File: src/hw/uart_lsr_pkg.sv
package uart_lsr_pkg;

	// Register byte addresses
	localparam logic [31:0] LINE_STATUS_ADDR = 32'h50001114;
	localparam logic [31:0] MODEM_STATUS_ADDR = 32'h50001118;
	localparam logic [31:0] LINE_CONFIG_ADDR = 32'h50001140;
	localparam logic [31:0] BAUD_DIV_ADDR = 32'h50001144;
	localparam logic [31:0] RX_BUFFER_ADDR = 32'h50001148;

	// line_status_reg fields
	localparam int LSR_DATA_READY = 0;
	localparam int LSR_OVERRUN = 1;
	localparam int LSR_PARITY = 2;
	localparam int LSR_FRAMING = 3;
	localparam int LSR_BREAK = 4;
	localparam int LSR_FIFO_ERROR = 7;

	// modem_status fields
	localparam int MSR_CALL_ALERT = 6;
	localparam int MSR_CARRIER = 7;

	// line_config fields (holds line, fifo and modem control bits)
	localparam int CFG_LEN_LO = 0;
	localparam int CFG_LEN_HI = 1;
	localparam int CFG_PARITY_ENABLE = 3;
	localparam int CFG_EVEN_PARITY = 4;
	localparam int CFG_FIFO_ENABLE = 8;
	localparam int CFG_LOOPBACK = 9;
	localparam int CFG_AUX_OUT_ONE = 10;
	localparam int CFG_AUX_OUT_TWO = 11;
	localparam int CFG_INFRARED = 12;
	localparam int CFG_WIDTH = 13;

	localparam logic [12:0] CFG_RESET = 13'h0000;
	localparam logic [15:0] BAUD_DIV_RESET = 16'h0001;

	// Receiver oversampling
	localparam logic [3:0] SAMPLE_MID = 4'h7;
	localparam logic [3:0] SAMPLE_LAST = 4'hf;
	localparam logic [2:0] MIN_DATA_LAST = 3'h4;

	typedef struct packed {
		logic brk;
		logic fe;
		logic pe;
		logic [7:0] data;
	} rx_entry_type;

	typedef enum logic [5:0] {
		RX_IDLE = 6'b000001,
		RX_START = 6'b000010,
		RX_DATA = 6'b000100,
		RX_PARITY = 6'b001000,
		RX_STOP = 6'b010000,
		RX_BREAK_WAIT = 6'b100000
	} rx_state_type;

endpackage

File: src/hw/uart_line_modem_status.sv
// Design decision made here: the APB interface to the registers.
`timescale 1ns/1ps
`default_nettype none
module uart_line_modem_status
	import uart_lsr_pkg::*;
#(
	parameter int FIFO_DEPTH = 16
) (
	input wire logic sys_clk,
	input wire logic rstn,
	input wire logic psel,
	input wire logic penable,
	input wire logic pwrite,
	input wire logic [31:0] paddr,
	input wire logic [31:0] pwdata,
	output logic [31:0] prdata,
	output logic pready,
	output logic pslverr,
	input wire logic serial_rx_line,
	input wire logic infrared_rx_line,
	input wire logic carrier_detect_in_n,
	input wire logic call_alert_in_n
);
	localparam int AW = $clog2(FIFO_DEPTH);
	localparam logic [AW:0] FIFO_FULL = (AW + 1)'(FIFO_DEPTH);
	localparam logic [AW:0] CNT_ONE = (AW + 1)'(1);

	// APB decode
	logic [31:0] prdata_q;
	logic pready_q;
	logic pslverr_q;
	wire setup = psel & ~penable;
	wire done = psel & penable & pready_q;
	wire hit_lsr = paddr == LINE_STATUS_ADDR;
	wire hit_msr = paddr == MODEM_STATUS_ADDR;
	wire hit_cfg = paddr == LINE_CONFIG_ADDR;
	wire hit_div = paddr == BAUD_DIV_ADDR;
	wire hit_rbr = paddr == RX_BUFFER_ADDR;
	wire mapped = hit_lsr | hit_msr | hit_cfg | hit_div | hit_rbr;
	wire lsr_done = done & ~pwrite & hit_lsr;
	wire rbr_done = done & ~pwrite & hit_rbr;
	wire cfg_wr = done & pwrite & hit_cfg;
	wire div_wr = done & pwrite & hit_div;

	logic [CFG_WIDTH-1:0] cfg_q;
	logic [15:0] baud_div_q;
	wire fifo_en = cfg_q[CFG_FIFO_ENABLE];
	wire loopback = cfg_q[CFG_LOOPBACK];
	wire ir_sel = cfg_q[CFG_INFRARED];
	wire par_en = cfg_q[CFG_PARITY_ENABLE];
	wire [2:0] data_last = MIN_DATA_LAST + {1'b0, cfg_q[CFG_LEN_HI:CFG_LEN_LO]};
	// Switching FIFO mode discards queued data so the two modes never share stale state
	wire flush = cfg_wr & (pwdata[CFG_FIFO_ENABLE] != fifo_en);

	// Baud sampling tick, sixteen per bit
	logic [15:0] div_cnt_q;
	wire tick = div_cnt_q == 16'h0000;
	// A zero divisor runs at the full clock rate, like a divisor of one
	wire [15:0] div_reload = (baud_div_q == 16'h0000) ? 16'h0000 : baud_div_q - 16'h0001;

	// Receive line selection
	logic ir_low_q;
	wire line_now = loopback | (ir_sel ? infrared_rx_line : serial_rx_line);
	// Infrared: any low pulse in the half bit before the sample point makes the bit a zero
	wire bit_val = loopback | (ir_sel ? ~(ir_low_q | ~infrared_rx_line) : serial_rx_line);

	rx_state_type state_q;
	rx_state_type state_d;
	logic [3:0] sub_q;
	logic [2:0] idx_q;
	logic [7:0] shift_q;
	logic par_q;
	logic par_q_err_q;
	logic all_low_q;
	wire sample = tick & (sub_q == SAMPLE_LAST);
	wire mid = tick & (sub_q == SAMPLE_MID);
	wire par_bad = par_en & ((par_q ^ bit_val) ^ ~cfg_q[CFG_EVEN_PARITY]);
	wire stop_ok = bit_val;
	wire frame_low = all_low_q & ~bit_val;

	// Completed character
	logic push;
	rx_entry_type push_entry;
	always_comb begin
		push = state_q == RX_STOP && sample;
		push_entry.data = frame_low ? 8'h00 : shift_q;
		push_entry.brk = frame_low;
		push_entry.fe = ~stop_ok;
		push_entry.pe = frame_low | par_q_err_q;
	end

	always_comb begin
		state_d = state_q;
		case (state_q)
			RX_IDLE: begin
				if (!line_now) begin
					state_d = RX_START;
				end
			end
			RX_START: begin
				if (mid) begin
					state_d = bit_val ? RX_IDLE : RX_DATA;
				end
			end
			RX_DATA: begin
				if (sample && idx_q == data_last) begin
					state_d = par_en ? RX_PARITY : RX_STOP;
				end
			end
			RX_PARITY: begin
				if (sample) begin
					state_d = RX_STOP;
				end
			end
			RX_STOP: begin
				if (sample) begin
					if (stop_ok) begin
						state_d = RX_IDLE;
					end else if (frame_low) begin
						state_d = RX_BREAK_WAIT;
					end else begin
						state_d = RX_DATA;
					end
				end
			end
			RX_BREAK_WAIT: begin
				// One break gives one character: nothing restarts until the line rises
				if (line_now) begin
					state_d = RX_IDLE;
				end
			end
			default: state_d = RX_IDLE;
		endcase
	end

	wire fresh_frame = state_d == RX_DATA && state_q != RX_DATA;
	always_ff @(posedge sys_clk or negedge rstn) begin
		if (!rstn) begin
			div_cnt_q <= 16'h0000;
			state_q <= RX_IDLE;
		end else begin
			div_cnt_q <= tick ? div_reload : div_cnt_q - 16'h0001;
			state_q <= state_d;
		end
	end

	// Bit window counter and infrared low-pulse latch
	always_ff @(posedge sys_clk or negedge rstn) begin
		if (!rstn) begin
			ir_low_q <= 1'b0;
			sub_q <= 4'h0;
		end else begin
			if (state_q == RX_IDLE || mid || sample) begin
				ir_low_q <= 1'b0;
			end else if (!infrared_rx_line) begin
				ir_low_q <= 1'b1;
			end
			if (state_q == RX_IDLE || (mid && state_q == RX_START)) begin
				sub_q <= 4'h0;
			end else if (tick) begin
				sub_q <= sub_q + 4'h1;
			end
		end
	end

	// Character assembly; a fresh frame includes resync from a bad stop bit
	always_ff @(posedge sys_clk or negedge rstn) begin
		if (!rstn) begin
			idx_q <= 3'h0;
			shift_q <= 8'h00;
			par_q <= 1'b0;
			all_low_q <= 1'b0;
		end else if (fresh_frame) begin
			idx_q <= 3'h0;
			par_q <= 1'b0;
			all_low_q <= 1'b1;
			shift_q <= 8'h00;
		end else if (sample && state_q == RX_DATA) begin
			shift_q[idx_q] <= bit_val;
			idx_q <= idx_q + 3'h1;
			par_q <= par_q ^ bit_val;
			all_low_q <= all_low_q & ~bit_val;
		end else if (sample && state_q == RX_PARITY) begin
			all_low_q <= all_low_q & ~bit_val;
		end
	end

	// Cleared at every frame start so a resynchronised character never inherits a verdict
	always_ff @(posedge sys_clk or negedge rstn) begin
		if (!rstn) begin
			par_q_err_q <= 1'b0;
		end else if (fresh_frame) begin
			par_q_err_q <= 1'b0;
		end else if (sample && state_q == RX_PARITY) begin
			par_q_err_q <= par_bad;
		end
	end

	// Receive FIFO, depth one in non-FIFO mode
	rx_entry_type mem [FIFO_DEPTH];
	logic [AW-1:0] wr_ptr_q;
	logic [AW-1:0] rd_ptr_q;
	logic [AW:0] cnt_q;
	logic [AW:0] err_cnt_q;
	wire empty = cnt_q == '0;
	wire full = cnt_q == FIFO_FULL;
	wire pop = rbr_done & ~empty;
	wire do_push = push & (fifo_en ? ~full : 1'b1);
	wire push_err = push_entry.brk | push_entry.fe | push_entry.pe;
	rx_entry_type top_entry;
	rx_entry_type next_entry;
	assign top_entry = mem[rd_ptr_q];
	assign next_entry = mem[rd_ptr_q + AW'(1)];
	wire top_err = top_entry.brk | top_entry.fe | top_entry.pe;
	wire overrun_set = push & (fifo_en ? full : (~empty & ~pop));
	// A character becomes the top entry: in FIFO mode its marks show only now
	wire reveal_push = fifo_en ? do_push & (empty | (pop & cnt_q == CNT_ONE)) : push;
	wire reveal_next = fifo_en & pop & (cnt_q > CNT_ONE);
	wire show_brk = (reveal_push & push_entry.brk) | (reveal_next & next_entry.brk);
	wire show_fe = (reveal_push & push_entry.fe) | (reveal_next & next_entry.fe);
	wire show_pe = (reveal_push & push_entry.pe) | (reveal_next & next_entry.pe);
	wire [AW:0] err_inc = (AW + 1)'(fifo_en & do_push & push_err);
	wire [AW:0] err_dec = (AW + 1)'(fifo_en & pop & top_err);
	wire [AW:0] cnt_inc = (AW + 1)'(do_push);
	wire [AW:0] cnt_dec = (AW + 1)'(pop);

	// Non-FIFO mode overwrites the entry at the read pointer, so no pointer moves
	always_ff @(posedge sys_clk) begin
		if (do_push) begin
			mem[fifo_en ? wr_ptr_q : rd_ptr_q] <= push_entry;
		end
	end

	always_ff @(posedge sys_clk or negedge rstn) begin
		if (!rstn) begin
			wr_ptr_q <= '0;
			rd_ptr_q <= '0;
			cnt_q <= '0;
			err_cnt_q <= '0;
		end else if (flush) begin
			wr_ptr_q <= '0;
			rd_ptr_q <= '0;
			cnt_q <= '0;
			err_cnt_q <= '0;
		end else if (fifo_en) begin
			wr_ptr_q <= wr_ptr_q + AW'(do_push);
			rd_ptr_q <= rd_ptr_q + AW'(pop);
			cnt_q <= cnt_q + cnt_inc - cnt_dec;
			err_cnt_q <= err_cnt_q + err_inc - err_dec;
		end else begin
			cnt_q <= push ? CNT_ONE : (pop ? '0 : cnt_q);
		end
	end

	// Sticky line status flags; an event in the clearing cycle wins
	logic brk_q;
	logic fe_q;
	logic pe_q;
	logic oe_q;
	wire clr_brk = lsr_done & prdata_q[LSR_BREAK];
	wire clr_fe = lsr_done & prdata_q[LSR_FRAMING];
	wire clr_pe = lsr_done & prdata_q[LSR_PARITY];
	wire clr_oe = lsr_done & prdata_q[LSR_OVERRUN];

	always_ff @(posedge sys_clk or negedge rstn) begin
		if (!rstn) begin
			brk_q <= 1'b0;
			fe_q <= 1'b0;
			pe_q <= 1'b0;
			oe_q <= 1'b0;
		end else begin
			brk_q <= show_brk | (brk_q & ~clr_brk);
			fe_q <= show_fe | (fe_q & ~clr_fe);
			pe_q <= show_pe | (pe_q & ~clr_pe);
			oe_q <= overrun_set | (oe_q & ~clr_oe);
		end
	end

	// Modem inputs, two-stage synchronisers
	logic [1:0] dcd_sync_q;
	logic [1:0] ri_sync_q;
	always_ff @(posedge sys_clk or negedge rstn) begin
		if (!rstn) begin
			dcd_sync_q <= 2'b11;
			ri_sync_q <= 2'b11;
		end else begin
			dcd_sync_q <= {dcd_sync_q[0], carrier_detect_in_n};
			ri_sync_q <= {ri_sync_q[0], call_alert_in_n};
		end
	end
	wire carrier_flag = loopback ? cfg_q[CFG_AUX_OUT_TWO] : ~dcd_sync_q[1];
	wire call_alert_flag = loopback ? cfg_q[CFG_AUX_OUT_ONE] : ~ri_sync_q[1];

	// Read data
	logic [31:0] lsr_val;
	logic [31:0] msr_val;
	always_comb begin
		lsr_val = 32'h00000000;
		lsr_val[LSR_DATA_READY] = ~empty;
		lsr_val[LSR_OVERRUN] = oe_q;
		lsr_val[LSR_PARITY] = pe_q;
		lsr_val[LSR_FRAMING] = fe_q;
		lsr_val[LSR_BREAK] = brk_q;
		lsr_val[LSR_FIFO_ERROR] = fifo_en & (err_cnt_q != '0);
		msr_val = 32'h00000000;
		msr_val[MSR_CARRIER] = carrier_flag;
		msr_val[MSR_CALL_ALERT] = call_alert_flag;
	end
	wire [31:0] rd_mux = hit_lsr ? lsr_val :
		hit_msr ? msr_val :
		hit_cfg ? {{(32 - CFG_WIDTH){1'b0}}, cfg_q} :
		hit_div ? {16'h0000, baud_div_q} :
		hit_rbr ? {24'h000000, top_entry.data & {8{~empty}}} : 32'h00000000;

	// One wait-free access: pready rises in the first access cycle
	always_ff @(posedge sys_clk or negedge rstn) begin
		if (!rstn) begin
			prdata_q <= 32'h00000000;
			pready_q <= 1'b0;
			pslverr_q <= 1'b0;
		end else begin
			pready_q <= setup;
			pslverr_q <= setup & ~mapped;
			if (setup && !pwrite) begin
				prdata_q <= rd_mux;
			end
		end
	end

	// Control registers change only at the completing edge of a write
	always_ff @(posedge sys_clk or negedge rstn) begin
		if (!rstn) begin
			cfg_q <= CFG_RESET;
			baud_div_q <= BAUD_DIV_RESET;
		end else begin
			if (cfg_wr) begin
				cfg_q <= pwdata[CFG_WIDTH-1:0];
			end
			if (div_wr) begin
				baud_div_q <= pwdata[15:0];
			end
		end
	end

	assign prdata = prdata_q;
	assign pready = pready_q;
	assign pslverr = pslverr_q;

endmodule
`default_nettype wire

File: config.mk
export PLATFORM = sky130hd
export DESIGN_NAME = uart_line_modem_status
export DESIGN_NICKNAME = d
export VERILOG_FILES = /design/src/hw/uart_lsr_pkg.sv /design/src/hw/uart_line_modem_status.sv
export SDC_FILE = /design/constraint.sdc
export NUM_CORES = 1
export LEC_CHECK = 0
export ABC_AREA = 1
export BUFFER_PORTS_ARGS = -buffer_cell sky130_fd_sc_hd__buf_2
export CAP_MARGIN = 30
export CORE_MARGIN = 10
export CORE_UTILIZATION = 60
export CTS_CLUSTER_SIZE = 14
export DETAILED_ROUTE_END_ITERATION = 6
export PLACE_DENSITY = 0.86
export RECOVER_POWER = 100
export SLEW_MARGIN = 20
export SYNTH_ARGS = -nofsm -noshare
export SYNTH_HDL_FRONTEND = slang
export SYNTH_SLANG_ARGS = --single-unit
File: constraint.sdc
create_clock -name sys_clk -period 3.7 [get_ports sys_clk]
set_input_delay 0.74 -clock sys_clk [delete_from_list [all_inputs] [get_ports sys_clk]]
set_output_delay 0.74 -clock sys_clk [all_outputs]
set_load 0.01 [all_outputs]
# ---- After elaboration in Yosys (flattened, before gate mapping)
# Memory sizes are Yosys's and may differ from the RTL's.
# Index checks and enable logic that the tools add are counted.
dict set report word_totals {
  regBits 130
  latchBits 0
  mem_bits_rw 176
  rom_bits 0
  word_cells 220
  n_memories 1
}
dict set report op_classes {
  add_sub_neg 12
  multipliers 0
  n_div 0
  order_cmp 3
  eq_ne 20
  shifts 0
  n_mux 57
  bitwise 81
  reduce_logical 22
}
# memory depth word_bits rd rd_clocked_by_memory_dff wr line_no
set mem_list {}
lappend mem_list {mem 16 11 2 0 1 uart_line_modem_status.sv:200} ;# rx_entry_type mem [FIFO_DEPTH];
# op count
set ops {}
lappend ops {{$eq 32x31->1 const B} 5}
lappend ops {{$mux 16} 6}
lappend ops {{$mux 6} 8}
lappend ops {{$and 1x1->1} 42}
lappend ops {{$pmux 6 s6} 1}
lappend ops {{$mux 5} 7}
lappend ops {{$logic_not 16->1} 2}
lappend ops {{$mux 8} 4}
lappend ops {{$sub 16x1->16 const B} 2}
lappend ops {{$mux 4} 7}
lappend ops {{$or 1x1->1} 20}
lappend ops {{$mux 1} 19}
lappend ops {{$not 1->1} 16}
lappend ops {{$eq 6x3->1 const B} 2}
lappend ops {{$add 5x1->5} 2}
lappend ops {{$sub 5x1->5} 2}
lappend ops {{$mux 3} 3}
lappend ops {{$add 4x1->4} 2}
lappend ops {{$add 4x1->4 const B} 2}
lappend ops {{$and 8x8->8} 1}
lappend ops {{$bwmux 8} 1}
lappend ops {{$logic_and 1x1->1} 8}
lappend ops {{$reduce_bool 2->1} 4}
lappend ops {{$eq 6x1->1 const B} 1}
lappend ops {{other kinds (25)} 28}

# ---- Depth between registers and ports, before layout
dict set report logic_depth {
  ltp_word 14
  mapped_depth 19
}

# ---- Least setup slack after synthesis
# OpenSTA, ideal clock, no wires.
dict set report synth_timing {
  path_type {input to register}
  start {in paddr[23]}
  end {reg err_cnt_q[4]}
  setup_time_ns 0.130
  t_arrival_ns 3.055
  slack_ns 0.515
  cell_stages 18
  n_path_buf 0
  path_cell_list {nor2_1 > nand2_1 > nor2_1 > nand2_2 > nor2_4 > nand2_1 > nor3_2 > nand2_1 > a21oi_1 > ha_1 > inv_1 > ha_1 > fa_1 > a21oi_1 > nor2_1 > nor2_1 > xor2_1 > o22ai_1}
}
dict set report synth_via {
  elab_chain_cells 8
}
# element line_no
set synth_lines {}
lappend synth_lines {{start, declared} uart_line_modem_status.sv:14} ;# input wire logic [31:0] paddr,
lappend synth_lines {{$eq 32x31->1} uart_line_modem_status.sv:38} ;# wire hit_rbr = paddr == RX_BUFFER_ADDR;
lappend synth_lines {{$and 1x1->1} uart_line_modem_status.sv:41} ;# wire rbr_done = done & ~pwrite & hit_rbr;
lappend synth_lines {{$and 1x1->1} uart_line_modem_status.sv:207} ;# wire pop = rbr_done & ~empty;
lappend synth_lines {{$and 1x1->1 (2 in a row)} uart_line_modem_status.sv:223} ;# wire [AW:0] err_dec = (AW + 1)'(fifo_en & pop & top_err);
lappend synth_lines {{$sub 5x1->5} uart_line_modem_status.sv:249} ;# err_cnt_q <= err_cnt_q + err_inc - err_dec;
lappend synth_lines {{$mux 5} uart_line_modem_status.sv:245} ;# end else if (fifo_en) begin
lappend synth_lines {{$mux 5} uart_line_modem_status.sv:240} ;# end else if (flush) begin
lappend synth_lines {{end signal, assigned} uart_line_modem_status.sv:249}
lappend synth_lines {{end, declared} uart_line_modem_status.sv:204} ;# logic [AW:0] err_cnt_q;
# Parallel ways exist; a longest one is shown, timed or not. The select of a mux whose other input is x is not followed.
# A chain may end at the register's enable or synchronous reset.

# ---- Worst setup path in the final report
dict set report layout_timing {
  start {reg div_cnt_q[0]}
  end {reg err_cnt_q[4]}
}
dict set report layout_via {
  elab_chain_cells 10
}
# element line_no
set layout_lines {}
lappend layout_lines {{start, declared} uart_line_modem_status.sv:56} ;# logic [15:0] div_cnt_q;
lappend layout_lines {{start signal, assigned} uart_line_modem_status.sv:142} ;# div_cnt_q <= tick ? div_reload : div_cnt_q - 16'h0001;
lappend layout_lines {{$logic_not 16->1} uart_line_modem_status.sv:57} ;# wire tick = div_cnt_q == 16'h0000;
lappend layout_lines {{$and 1x1->1} uart_line_modem_status.sv:75} ;# wire sample = tick & (sub_q == SAMPLE_LAST);
lappend layout_lines {{$logic_and 1x1->1} uart_line_modem_status.sv:85} ;# push = state_q == RX_STOP && sample;
lappend layout_lines {{$and 1x1->1} uart_line_modem_status.sv:208} ;# wire do_push = push & (fifo_en ? ~full : 1'b1);
lappend layout_lines {{$and 1x1->1 (2 in a row)} uart_line_modem_status.sv:222} ;# wire [AW:0] err_inc = (AW + 1)'(fifo_en & do_push & push_err);
lappend layout_lines {{$add 5x1->5} uart_line_modem_status.sv:249}
lappend layout_lines {{$sub 5x1->5} uart_line_modem_status.sv:249}
lappend layout_lines {{$mux 5} uart_line_modem_status.sv:245}
lappend layout_lines {{$mux 5} uart_line_modem_status.sv:240}
# No other way between the ends. The select of a mux whose other input is x is not followed.

==> impl_metrics.tcl <==
set metrics [dict create \
    core_area_sq_mm 0.0235 \
    synth_seq_area_share_pct 56.4 \
    relSlewSlack_pct -18.8 \
    cts_buffer_depth 3 \
    postRouteAntennaNets 0 \
    crit_path_start_kind "flip-flop" \
    synth-edff-count 176 \
    wl_um 37100 \
    cts.clk_slew.worst_paths_ns 0.06 \
    antenna_cells 0 \
    drt_pass1_iterations 6 \
    syn_area_sq_mm 0.0144 \
    cp_cell_sequence "inv_1, ha_1, nand2_1, nor2_4, nand2_4, nor2_1, nand2_2, nor2_4, o211ai_1, ha_1, inv_1, ha_1, fa_1, a21oi_1, nor2_1, nor2_1, xor2_1, o22ai_1" \
    root_buffer "clkbuf_16" \
    async_reset_ff_share_pct 39.3 \
    cts_max_level 1 \
    cts_made_buffers 29 \
    vias 11600 \
    grt_pass1_wl_um 58800 \
    yosysWarningCount 0 \
    ir_drop_v 0.000630 \
    start_util_pct 61.3 \
    max_clock_freq_ghz 0.292 \
    failed_checks "max-capacitance violations, max-slew violations" \
    dieArea_sq_mm 0.0307 \
    wl_per_cell_um 18.5 \
    finalHoldViolations 0 \
    cts_hold_buf 0 \
    routed_via_density 5.78 \
    yosysMostFrequentCell "nand2_1" \
    setup_viol 0 \
    core.rowCount 56 \
    fin_nets 1756 \
    critical_path_peak_fanout 6 \
    timing.hold.ws_ns 0.235 \
    rsz0062_at_grt "no" \
    worstSetupPathType "flip-flop to flip-flop" \
    cts_sinks 290 \
    dpl.hpwl_um 25400 \
    synth_top_area_share_pct 36.6 \
    powerDensity_mw_per_mm2 531 \
    min_period_over_period_pct 92.5 \
    drive_gt1_share_pct 10.7 \
    slew_violations 17 \
    cts_setup_buffers 0 \
    r2r_start "div_cnt_q[0]" \
    holdCritPathClass "input pin to async pin" \
    fillCellCount 1731 \
    grt_max_degree 60 \
    p_leak_uw 0.00697 \
    die_y_um 175 \
    grt_pass1_vias 11400 \
    die_w_um 175 \
    synth-seq-cells 290 \
    ff2ff_setup_slack_ns 0.28 \
    ios 107 \
    layout_min_cycle_time_ns 3.42 \
    ctsResizeCount 0 \
    cap_violations 1 \
    outcome "complete, but fails checks" \
    synth_cells 1559 \
    io_buffers 74 \
    crit_path_end_kind "flip-flop" \
    grt_usage_pct 23.6 \
    worstReg2RegEnd "err_cnt_q[4]" \
    cts_tree "built" \
    syn_area_per_cell_sq_um 9.26 \
    areaGrowthSynthToFinish_pct 10.3 \
    gp_congestion 0.905 \
    ys_types 57 \
    clk_latency_ns 0.55 \
    grt_overflow_total 0 \
    drtIter0Drc 1438 \
    synth_flop_cell "edfxtp_1" \
    antenna_found_initial 0 \
    crit_path_max_incr_delay_ns 0.40 \
    seqCellArea_sq_mm 0.00815 \
    ys_top_cells_by_count "361 x nand2_1, 178 x nor2_1, 176 x edfxtp_1" \
    worst_pin_slew_ns 1.76 \
    critical_path.slowest_cell "fa_1" \
    rr_worst_depth 18 \
    drc 0 \
    clock_skew_ns 0.0294 \
    multiInputGateArea_sq_mm 0.00529 \
    yosys.area.top_type "edfxtp_1" \
    yosys-top-cells-area "edfxtp_1 37%, dfrtp_1 19%, nand2_1 9.4%" \
    setup_tns_ns 0 \
    required_ns 4.13 \
    critPathArrivalTime_ns 3.85 \
]
[registers in the layout, summed over array words and instances, names as in the netlist, 2 cells and up]
| signal | flops |
|---|---|
| ri_sync_q | 2 |
| state_q | 6 |
| shift_q | 8 |
| idx_q | 3 |
| cnt_q | 5 |
| wr_ptr_q | 4 |
| dcd_sync_q | 2 |
| mem | 176 |
| rd_ptr_q | 4 |
| sub_q | 4 |
| div_cnt_q | 16 |
| err_cnt_q | 5 |
| baud_div_q | 16 |
| cfg_q | 13 |
| prdata | 16 |
[routing by layer]
metal	share of wire, %	routed length, um	vias to the layer above	global-route usage (%)
met1	39	14300	5477	30.0
li1	-	-	5353	-
met4	3.8	1390	0	9.78
met5	0	0	-	0
met2	48	18000	617	39.2
met3	9.1	3380	112	3.99
[kinds of logic after synthesis]
group           share of synthesized area [%]
flops                                    56.4
other cells                            0.0260
compound gates                           7.93
xor+xnor                                 2.60
fa+ha+maj                                2.27
buf+inv                                  6.78
simple gates                             23.7
mux                                     0.234
[worst max-delay path by stage]
| stage | start | to | depth (start not counted) |
|---|---|---|---|
| floorplan | paddr[23] | err_cnt_q[4] | 18 |
| CTS | rd_ptr_q[0] | err_cnt_q[4] | 14 |
| detailed placement | paddr[21] | err_cnt_q[4] | 19 |
| global route | div_cnt_q[0] | err_cnt_q[4] | 18 |
| finish | div_cnt_q[0] | err_cnt_q[4] | 18 |
| global placement | paddr[23] | err_cnt_q[4] | 19 |
[where the power goes]
part	internal (uW)	switching (uW)	leakage, uW
Sequential	3670	84.2	0.00311
Combinational	619	1220	0.00340
Clock	1640	1230	0.000454
[critical path, delay by kind of cell (launching register included)]
family                     cells  cell delay (ns)
xor gates and xnor gates       1             0.16
AOI/OAI and AO/OA              3             0.38
buffers and inverters          2             0.13
DFF                            1             0.38
adders and majority gates      4             1.12
and+or+nand+nor                8             1.13
[cell type report]
type	instances	area share (%)
well taps	319	2.51
multi-input cells	1059	33.2
flip-flops and latches	290	51.2
repair buffers	115	3.45
inverters	163	3.88
clock buffers	40	5.21
clock inverters	13	0.589
[metrics by stage]
stage / worst slack, ns / total power [uW] / utilization (%) / instance area (sq um) / instances
after CTS: 0.388 / 8470 / 68.6 / 16100 / 1998
after detailed placement: 0.0825 / 5620 / 64.6 / 15200 / 1945
after global routing: 0.0878 / 8840 / 67.7 / 15900 / 1999
final: 0.276 / 8460 / 67.7 / 15900 / 1999
after global placement: 0.170 / 5510 / 64.6 / 15200 / 1945
after floorplan: 0.515 / 5170 / - / 14500 / 1574
[layout by cell type (no fill, tap or decap), types with 4 or more instances in the layout]
cell type  count
o31ai_1        5
xnor2_1       14
nor2_2        11
clkbuf_1      52
clkinv_2       8
nor3_1         8
nand2_1      367
inv_1        145
dfstp_2        6
nor3_4         4
nand2_2        8
nor3_2         6
ha_1          23
o21ai_0       99
a31oi_1        5
nor2_4         5
nor2_1       183
nand3b_1       5
edfxtp_1     176
nor4_1         7
o22ai_1       12
o21ai_1       12
inv_2         13
clkinv_1       4
conb_1        16
clkbuf_16     31
nand4_1       16
dfrtp_1      107
xor2_1        27
o211ai_1       9
buf_2         53
clkbuf_2       5
nand3_1      134
o41ai_1        4
buf_4         12
a21oi_1       51
No activity file was read; power rests on OpenSTA's default activity.
